File: config.mk
export PLATFORM = sky130hd
export DESIGN_NAME = pmx_port
export DESIGN_NICKNAME = d
export VERILOG_FILES = /design/src/pmx_pkg.sv /design/src/pmx_pin_slice.sv /design/src/pmx_port.sv
export VERILOG_INCLUDE_DIRS = /design/src
export SDC_FILE = /design/constraint.sdc
export NUM_CORES = 1
export LEC_CHECK = 0
export BUFFER_PORTS_ARGS = -buffer_cell sky130_fd_sc_hd__buf_2
export CORE_MARGIN = 1
export CORE_UTILIZATION = 50
export DETAILED_ROUTE_END_ITERATION = 7
export GPL_TIMING_DRIVEN = 0
export HOLD_SLACK_MARGIN = 0.02
export PLACE_DENSITY = 0.89
export SYNTH_ARGS = -nofsm -noshare
export SYNTH_HDL_FRONTEND = slang
export SYNTH_SLANG_ARGS = --single-unit
export TNS_END_PERCENT = 30
File: constraint.sdc
create_clock -name clk_in -period 2.4 [get_ports clk_in]
set_input_delay 0.36 -clock clk_in [delete_from_list [all_inputs] [get_ports clk_in]]
set_output_delay 0.36 -clock clk_in [all_outputs]
set_load 0.005 [all_outputs]
File: src/pmx_map.svh
/*
  Register offsets, field widths, reset values and control bit positions for the
  address/PWM port. Assumes a classic Wishbone slave with 32-bit data.
*/
`ifndef PMX_MAP_SVH
`define PMX_MAP_SVH

// Offsets are word indexes: the byte address on the bus is four times them
`define PMX_IDX_PULLUP 16'hffac
`define PMX_IDX_DIRECTION 16'hffb0
`define PMX_IDX_OUTPUT_DATA 16'hffb2
// Control/status registers of this block
`define PMX_IDX_CONTROL 16'hffb8
`define PMX_IDX_STATUS 16'hffb9

`define PMX_ADDR_W 18
`define PMX_PORT_W 8
`define PMX_RESET_VALUE 8'h00

// Control register fields
`define PMX_CTL_MODE_LSB 0
`define PMX_CTL_MODE_MSB 1
`define PMX_CTL_EXP_BIT 2

`endif

File: src/pmx_pkg.sv
/*
  Types shared by the port block. Assumes nothing beyond the map header.
*/
package pmx_pkg;

  // Operating mode as the chip straps it
  typedef enum logic [1:0] {
    PMX_MODE_RSVD = 2'h0,
    PMX_MODE_ONE = 2'h1,
    PMX_MODE_TWO = 2'h2,
    PMX_MODE_THREE = 2'h3
  } pmx_mode_type;

  // Power state of the chip around the port
  typedef enum logic [1:0] {
    PMX_PWR_RUN = 2'h0,
    PMX_PWR_SW_STBY = 2'h1,
    PMX_PWR_HW_STBY = 2'h2
  } pmx_pwr_type;

endpackage

File: src/pmx_pin_slice.sv
/*
  One pin of the port: picks the output source and enables, and the
  pull-up. Assumes all inputs are synchronous to the caller's clock.
*/
`timescale 1ns/1ps

module pmx_pin_slice (
  input wire logic mode_one_in, // Mode 1 selected
  input wire logic expansion_in, // External expansion enable
  input wire logic hw_stby_in, // Hardware standby
  input wire logic dir_in, // Direction bit
  input wire logic data_in, // Output data bit
  input wire logic addr_in, // Address bit from bus controller
  input wire logic pwm_en_in, // PWM channel enabled
  input wire logic pwm_in, // PWM channel level
  input wire logic pullup_in, // Pull-up control bit
  output logic level_out, // Pin drive level
  output logic drive_out, // Pin output enable
  output logic pullup_out // Pull-up on
);

  // Source choice: address in mode 1, else PWM wins, then address in expansion, else data
  always_comb begin
    level_out = data_in;
    drive_out = 1'b0;
    if (mode_one_in) begin
      level_out = addr_in;
      drive_out = ~hw_stby_in;
    end else if (dir_in) begin
      drive_out = ~hw_stby_in;
      if (pwm_en_in) begin
        level_out = pwm_in;
      end else if (expansion_in) begin
        level_out = addr_in;
      end else begin
        level_out = data_in;
      end
    end
  end

  // Pull-up only for inputs outside mode 1 and hardware standby
  assign pullup_out = ~mode_one_in & ~hw_stby_in & ~dir_in & pullup_in;

endmodule

File: src/pmx_port.sv
/*
  Eight-bit I/O port muxed with the low address byte and eight PWM
  channels, with a classic Wishbone register slave. Assumes mode and
  power state come from the system controller, expansion from software,
  and that the PWM unit and bus controller drive their inputs.
  Pin inputs are taken as synchronous to clk_in; any resynchronising
  belongs to the pad ring. Registers sit in byte lane 0 only, and an
  access to any other index is refused with an error, so a stray
  pointer shows up on the bus instead of corrupting a register.
*/
// The Wishbone interface to the registers was left to the implementer.
`timescale 1ns/1ps
`include "pmx_map.svh"

module pmx_port #(
  parameter int PORT_W = `PMX_PORT_W
) (
  input wire logic clk_in, // 100 MHz system clock
  input wire logic arst_n_in, // Asynchronous reset, active low
  input wire logic wb_cyc_in, // Wishbone cycle
  input wire logic wb_stb_in, // Wishbone strobe
  input wire logic wb_we_in, // Wishbone write enable
  input wire logic [`PMX_ADDR_W-1:0] wb_adr_in, // Wishbone byte address
  input wire logic [3:0] wb_sel_in, // Wishbone byte selects
  input wire logic [31:0] wb_dat_in, // Wishbone write data
  output logic [31:0] wb_dat_out, // Wishbone read data
  output logic wb_ack_out, // Wishbone acknowledge
  output logic wb_err_out, // Wishbone error for unmapped address
  input wire logic [1:0] mode_in, // Operating mode straps
  input wire logic [1:0] power_state_in, // Run, software or hardware standby
  input wire logic [PORT_W-1:0] address_low_in, // Low address byte
  input wire logic [PORT_W-1:0] pwm_channel_enable_in, // PWM channel enables
  input wire logic [PORT_W-1:0] pwm_channel_outputs_in, // PWM channel levels
  input wire logic [PORT_W-1:0] pin_in, // Pin levels
  output logic [PORT_W-1:0] pin_out, // Pin drive levels
  output logic [PORT_W-1:0] pin_oe_out, // Pin output enables, high drives
  output logic [PORT_W-1:0] pullup_on_out // Pull-up enables
);

  // Software-visible registers
  logic [PORT_W-1:0] pin_direction;
  logic [PORT_W-1:0] pin_output_data;
  logic [PORT_W-1:0] pin_pullup_control;
  logic external_expansion_enable;

  // Pin-side state and next values
  logic [PORT_W-1:0] pin_sampled;
  logic [PORT_W-1:0] address_held;
  logic [PORT_W-1:0] next_level;
  logic [PORT_W-1:0] next_drive;
  logic [PORT_W-1:0] next_pullup;
  logic [PORT_W-1:0] port_read_value;
  logic [PORT_W-1:0] address_source;

  // Read path
  logic [31:0] next_rdata;
  logic next_hit;

  // Power, mode and bus decode
  logic hw_stby;
  logic sw_stby;
  logic mode_one;
  logic bus_req;
  logic [15:0] reg_index;
  logic wr_lane0;

  // Register selects and write strobes, decoded once
  logic sel_direction;
  logic sel_output_data;
  logic sel_pullup;
  logic sel_control;
  logic wr_direction;
  logic wr_output_data;
  logic wr_pullup;
  logic wr_control;

  // Straps as enums; mode 0 is reserved and acts like modes 2 and 3
  pmx_pkg::pmx_mode_type mode;
  pmx_pkg::pmx_pwr_type power;

  // Decode strap and power inputs; power code 3 counts as run, so only
  // the two standby codes change anything
  assign mode = pmx_pkg::pmx_mode_type'(mode_in);
  assign power = pmx_pkg::pmx_pwr_type'(power_state_in);
  assign hw_stby = (power == pmx_pkg::PMX_PWR_HW_STBY);
  assign sw_stby = (power == pmx_pkg::PMX_PWR_SW_STBY);
  assign mode_one = (mode == pmx_pkg::PMX_MODE_ONE);

  // Register index is the word address; request seen once, ack ends it
  // A master that holds stb past ack is taken a second time once ack has dropped
  assign reg_index = wb_adr_in[`PMX_ADDR_W-1:2];
  assign bus_req = wb_cyc_in & wb_stb_in & ~wb_ack_out & ~wb_err_out;
  assign wr_lane0 = bus_req & wb_we_in & wb_sel_in[0];

  // Index compare; a write with lane 0 off is answered but stores nothing
  assign sel_direction = (reg_index == `PMX_IDX_DIRECTION);
  assign sel_output_data = (reg_index == `PMX_IDX_OUTPUT_DATA);
  assign sel_pullup = (reg_index == `PMX_IDX_PULLUP);
  assign sel_control = (reg_index == `PMX_IDX_CONTROL);

  // Write strobes, one per writable register
  assign wr_direction = wr_lane0 & sel_direction;
  assign wr_output_data = wr_lane0 & sel_output_data;
  assign wr_pullup = wr_lane0 & sel_pullup;
  assign wr_control = wr_lane0 & sel_control;

  // Direction register; hardware standby clears it like reset.
  // Software standby leaves it alone, so each pin keeps its role while
  // the clocks around the port are stopped.
  always_ff @(posedge clk_in or negedge arst_n_in) begin
    if (!arst_n_in) begin
      pin_direction <= `PMX_RESET_VALUE;
    end else if (hw_stby) begin
      pin_direction <= `PMX_RESET_VALUE;
    end else if (wr_direction) begin
      pin_direction <= wb_dat_in[PORT_W-1:0];
    end
  end

  // Output data register, kept through software standby.
  // A write while a pin is an input is kept and shows once the pin
  // turns to output.
  always_ff @(posedge clk_in or negedge arst_n_in) begin
    if (!arst_n_in) begin
      pin_output_data <= `PMX_RESET_VALUE;
    end else if (hw_stby) begin
      pin_output_data <= `PMX_RESET_VALUE;
    end else if (wr_output_data) begin
      pin_output_data <= wb_dat_in[PORT_W-1:0];
    end
  end

  // Pull-up control register; the pull-up itself is decided per pin in
  // the slice, which forces it off in mode 1 and hardware standby
  always_ff @(posedge clk_in or negedge arst_n_in) begin
    if (!arst_n_in) begin
      pin_pullup_control <= `PMX_RESET_VALUE;
    end else if (hw_stby) begin
      pin_pullup_control <= `PMX_RESET_VALUE;
    end else if (wr_pullup) begin
      pin_pullup_control <= wb_dat_in[PORT_W-1:0];
    end
  end

  // Expansion enable lives in the control register
  // Cleared with the port registers so a hardware standby exit starts single-chip
  always_ff @(posedge clk_in or negedge arst_n_in) begin
    if (!arst_n_in) begin
      external_expansion_enable <= 1'b0;
    end else if (hw_stby) begin
      external_expansion_enable <= 1'b0;
    end else if (wr_control) begin
      external_expansion_enable <= wb_dat_in[`PMX_CTL_EXP_BIT];
    end
  end

  // Pin levels sampled once so reads see a clean value.
  // A port read therefore shows the pin level one clock late, which
  // software polling a pin never notices.
  always_ff @(posedge clk_in or negedge arst_n_in) begin
    if (!arst_n_in) begin
      pin_sampled <= `PMX_RESET_VALUE;
    end else begin
      pin_sampled <= pin_in;
    end
  end

  // Address capture: frozen while in software standby.
  // The copy taken at the last run edge equals what the pins show, so
  // entering standby causes no step on the address pins. Leaving it
  // lets the live byte through again on the next edge.
  always_ff @(posedge clk_in or negedge arst_n_in) begin
    if (!arst_n_in) begin
      address_held <= `PMX_RESET_VALUE;
    end else if (!sw_stby) begin
      address_held <= address_low_in;
    end
  end

  // During software standby the held copy drives the address pins
  // Without it the pins would follow a bus that stops mid-transition
  assign address_source = sw_stby ? address_held : address_low_in;

  // Port read merges data bits for outputs and pin levels for inputs.
  // Output bits read the register, never the pin, so a heavily loaded
  // pin cannot corrupt a read-modify-write.
  assign port_read_value = (pin_direction & pin_output_data) |
                           (~pin_direction & pin_sampled);

  // Per-pin output selection
  // Each slice is purely combinational; the flip-flops below register
  // all eight results together so the pins change on one edge.
  genvar gi;
  generate
    for (gi = 0; gi < PORT_W; gi++) begin : g_pin
      pmx_pin_slice u_slice (
        .mode_one_in(mode_one),
        .expansion_in(external_expansion_enable),
        .hw_stby_in(hw_stby),
        .dir_in(pin_direction[gi]),
        .data_in(pin_output_data[gi]),
        .addr_in(address_source[gi]),
        .pwm_en_in(pwm_channel_enable_in[gi]),
        .pwm_in(pwm_channel_outputs_in[gi]),
        .pullup_in(pin_pullup_control[gi]),
        .level_out(next_level[gi]),
        .drive_out(next_drive[gi]),
        .pullup_out(next_pullup[gi])
      );
    end
  endgenerate

  // Pin levels registered, so the pads never see the mux settle
  // and every pin output comes straight from a flip-flop
  always_ff @(posedge clk_in or negedge arst_n_in) begin
    if (!arst_n_in) begin
      pin_out <= `PMX_RESET_VALUE;
    end else begin
      pin_out <= next_level;
    end
  end

  // Output enables registered; every pin floats while in reset, which is
  // also the only safe state before the mode straps have settled
  always_ff @(posedge clk_in or negedge arst_n_in) begin
    if (!arst_n_in) begin
      pin_oe_out <= `PMX_RESET_VALUE;
    end else begin
      pin_oe_out <= next_drive;
    end
  end

  // Pull-ups registered; forced off while in reset
  always_ff @(posedge clk_in or negedge arst_n_in) begin
    if (!arst_n_in) begin
      pullup_on_out <= `PMX_RESET_VALUE;
    end else begin
      pullup_on_out <= next_pullup;
    end
  end

  // Read mux; direction reads as zero since its value is undefined.
  // Reading back zero rather than the register keeps software from
  // leaning on a value the port does not promise.
  always_comb begin
    next_rdata = 32'h0000_0000;
    next_hit = 1'b1;
    case (reg_index)
      `PMX_IDX_DIRECTION: next_rdata = 32'h0000_0000;
      `PMX_IDX_OUTPUT_DATA: next_rdata[PORT_W-1:0] = port_read_value;
      `PMX_IDX_PULLUP: next_rdata[PORT_W-1:0] = pin_pullup_control;
      `PMX_IDX_CONTROL: begin
        next_rdata[`PMX_CTL_MODE_MSB:`PMX_CTL_MODE_LSB] = mode_in;
        next_rdata[`PMX_CTL_EXP_BIT] = external_expansion_enable;
      end
      `PMX_IDX_STATUS: next_rdata[PORT_W-1:0] = pin_oe_out;
      default: next_hit = 1'b0;
    endcase
  end

  // One wait state: answer the cycle after the request appears.
  // The ack term in bus_req makes ack a single-cycle pulse.
  always_ff @(posedge clk_in or negedge arst_n_in) begin
    if (!arst_n_in) begin
      wb_ack_out <= 1'b0;
    end else begin
      wb_ack_out <= bus_req & next_hit;
    end
  end

  // Error for an unmapped index, with the same timing as ack; nothing
  // is written on such a cycle since no write strobe decodes it
  always_ff @(posedge clk_in or negedge arst_n_in) begin
    if (!arst_n_in) begin
      wb_err_out <= 1'b0;
    end else begin
      wb_err_out <= bus_req & ~next_hit;
    end
  end

  // Read data stands with ack only and is zero otherwise, so a master
  // that samples late sees zero rather than stale data
  always_ff @(posedge clk_in or negedge arst_n_in) begin
    if (!arst_n_in) begin
      wb_dat_out <= 32'h0000_0000;
    end else begin
      wb_dat_out <= (bus_req & ~wb_we_in & next_hit) ? next_rdata : 32'h0000_0000;
    end
  end

endmodule

==> results.yml <==
timing:
  worst_pin_slew_ps: 929
  drv_slew: 0
  final-setup-viol-count: 0
  min_period_ps: 1820
  setup_tns_ps: 0
  max_freq_mhz: 549
  hold_violations: 0
  clock_skew_ps: 6.77
  slew-limit-headroom: 0.380
  rsz0062_at_grt: "false"
  finalCritPeriodShare: 0.759
cts:
  cts_setup_buffers: 0
  cts_buffers: 9
  postCtsResizedCells: 0
  cts_tree: "done"
  cts_root_buf: "clkbuf_8"
  htreeDepth: 3
  clk_latency_ps: 350
  clk_path_buf_depth: 2
  hold_buffers: 0
  clk_pin_slew_worst_paths_ps: 80
  clock_sinks: 75
die:
  io_pins: 153
  die-area_sq_um: 7730
  rows: 30
  initial_core_util: 0.531
  fp.dieW_microns: 87.9
  core_area_sq_um: 6940
  die_h_microns: 87.9
placed_design:
  dp_hpwl_microns: 7170
  port_buffers: 99
  place.gp.congestion: 0.917
finish:
  final_nets: 592
  nFillCells: 559
  layout-drive-gt1-share: 0.322
  final_cell_mix: "buf_2 (104), dfrtp_1 (75), a21oi_1 (42)"
  fin_util: 0.659
  syn2layout_area_growth_pct: 24.0
  final_common_cell: "buf_2"
  seq_area_sq_um: 1880
  multiInputGateArea_sq_um: 1590
  antenna_cells: 0
detailed_routing:
  vias_per_cell: 5.77
  dr.pass1.iters: 5
  routed_wl_microns: 9790
  drt-initial-drc-count: 300
  final_antenna_net_count: 0
  drc_errors: 0
  vias: 3437
  wl_per_cell_microns: 16.4
global_route:
  grt_pass1_vias: 3360
  grt_usage: 0.270
  grt-ovfl-total: 0
  antenna_found_initial: 0
  grt_pass1_wl_microns: 15800
  grt_max_degree: 76
critical_path:
  worstPathMaxFanout: 9
  cp-start-kind: "flip-flop"
  end_kind: "flip-flop"
  critPathKind: "flip-flop to flip-flop"
  crit_arrival_ps: 2040
  cp.required_ps: 2620
power:
  p_per_area_nw_per_um2: 550
  power_w: 0.00251
  vdd_ir_drop_max_mv: 0.301
  p_leak_nw: 2.18
synth:
  async_reset_ff_frac: 1.00
  synth_cell_types: 39
  synth_edf_count: 0
  syn_inst: 364
  synth_ff_type: "dfrtp_1"
  avgSynthCellArea_sq_um: 10.1
  ys_seq_elements: 75
  synthesis.area_sq_um: 3690
  seq_area_frac_synth: 0.509
  ys_warn_count: 0
flow_run:
  drv_cap: 0
min_path:
  hp-class: "input port to flip-flop"
status:
  status: "finished, final reports clean"
==> metrics by stage <==
step / setup slack, ps / cells / hold slack [ps] / cell area, sq um
detailed placement: 314 / 582 / 469 / 4390
global placement: 342 / 582 / 470 / 4390
finish: 580 / 596 / 102 / 4570
floorplan: 749 / 387 / 64.4 / 3780
CTS: 615 / 596 / 99.6 / 4570
global route: 443 / 596 / 94.5 / 4570
==> power by group <==
group	internal (W)	switching, W	total (W)
Sequential	0.00130	0.0000110	0.00131
Clock	0.000466	0.000466	0.000933
Combinational	0.000119	0.000156	0.000275
Total	0.00188	0.000633	0.00251
==> final cells by class <==
| type | instances | area share |
|---|---|---|
| tap | 96 | 0.0263 |
| inverter | 9 | 0.00739 |
| buffer | 46 | 0.0599 |
| clock buffer | 9 | 0.0271 |
| sequential | 75 | 0.410 |
| multi-input combinational | 257 | 0.348 |
| timing repair buffer | 99 | 0.109 |
| clock inverter | 5 | 0.0123 |
==> cells by family after synthesis <==
group | share of synthesized area
mux | 0.0461
compound gates | 0.167
flops | 0.509
buf+inv | 0.0834
other cells | 0.00102
simple gates | 0.194
==> state kept, by name, indices dropped and copies added (netlist names) <==
name                       cells
wb_err_out                     1
address_held                   8
wb_ack_out                     1
pin_direction                  8
pin_oe_out                     8
pin_output_data                8
external_expansion_enable      1
pullup_on_out                  8
pin_out                        8
wb_dat_out                     8
pin_sampled                    8
pin_pullup_control             8
==> cell usage after synthesis, drive strengths merged (8+ instances only) <==
library cell / n / area [sq um]
dfrtp: 75 / 1880
a21oi: 42 / 210
buf: 31 / 218
nor2: 28 / 105
o21ai: 25 / 125
nand3: 22 / 110
clkbuf: 15 / 56.3
nand4: 11 / 83.8
nor3: 11 / 55.1
a22oi: 9 / 67.6
inv: 9 / 33.8
a211o: 8 / 70.1
a21o: 8 / 60.1
a31oi: 8 / 50.1
mux2: 8 / 90.1
mux2i: 8 / 80.1
nor3b: 8 / 60.1
==> worst max-delay path, cell delays in order, from the launching register on <==
cell      delay, ps
dfrtp_1         400
and4bb_2        350
nand4_1         380
o41ai_1         410
a21oi_1         150
==> per-layer routing <==
layer | share of wire | GRT usage
met5 | 0 | 0
met2 | 0.48 | 0.433
met3 | 0.091 | 0.0650
met1 | 0.39 | 0.344
met4 | 0.032 | 0.128
==> path summary, 6_finish.rpt <==
check                                           from                               endpoint  slack (ps)  cells after the start
max                             wb_err_out$_DFF_PN0_  external_expansion_enable$_DFFE_PN0P_         580                      4
min                                        pin_in[5]               pin_sampled[5]$_DFF_PN0_         100                      1
max reg2reg                     wb_err_out$_DFF_PN0_  external_expansion_enable$_DFFE_PN0P_         580                      4
min reg2reg                address_held[4]$_DFF_PN0_              address_held[4]$_DFF_PN0_         520                      2
max in group asynchronous                  arst_n_in                wb_dat_out[7]$_DFF_PN0_        1660                      1
min in group asynchronous                  arst_n_in               pin_sampled[4]$_DFF_PN0_         130                      1
Power figures use the tool's default switching activity.
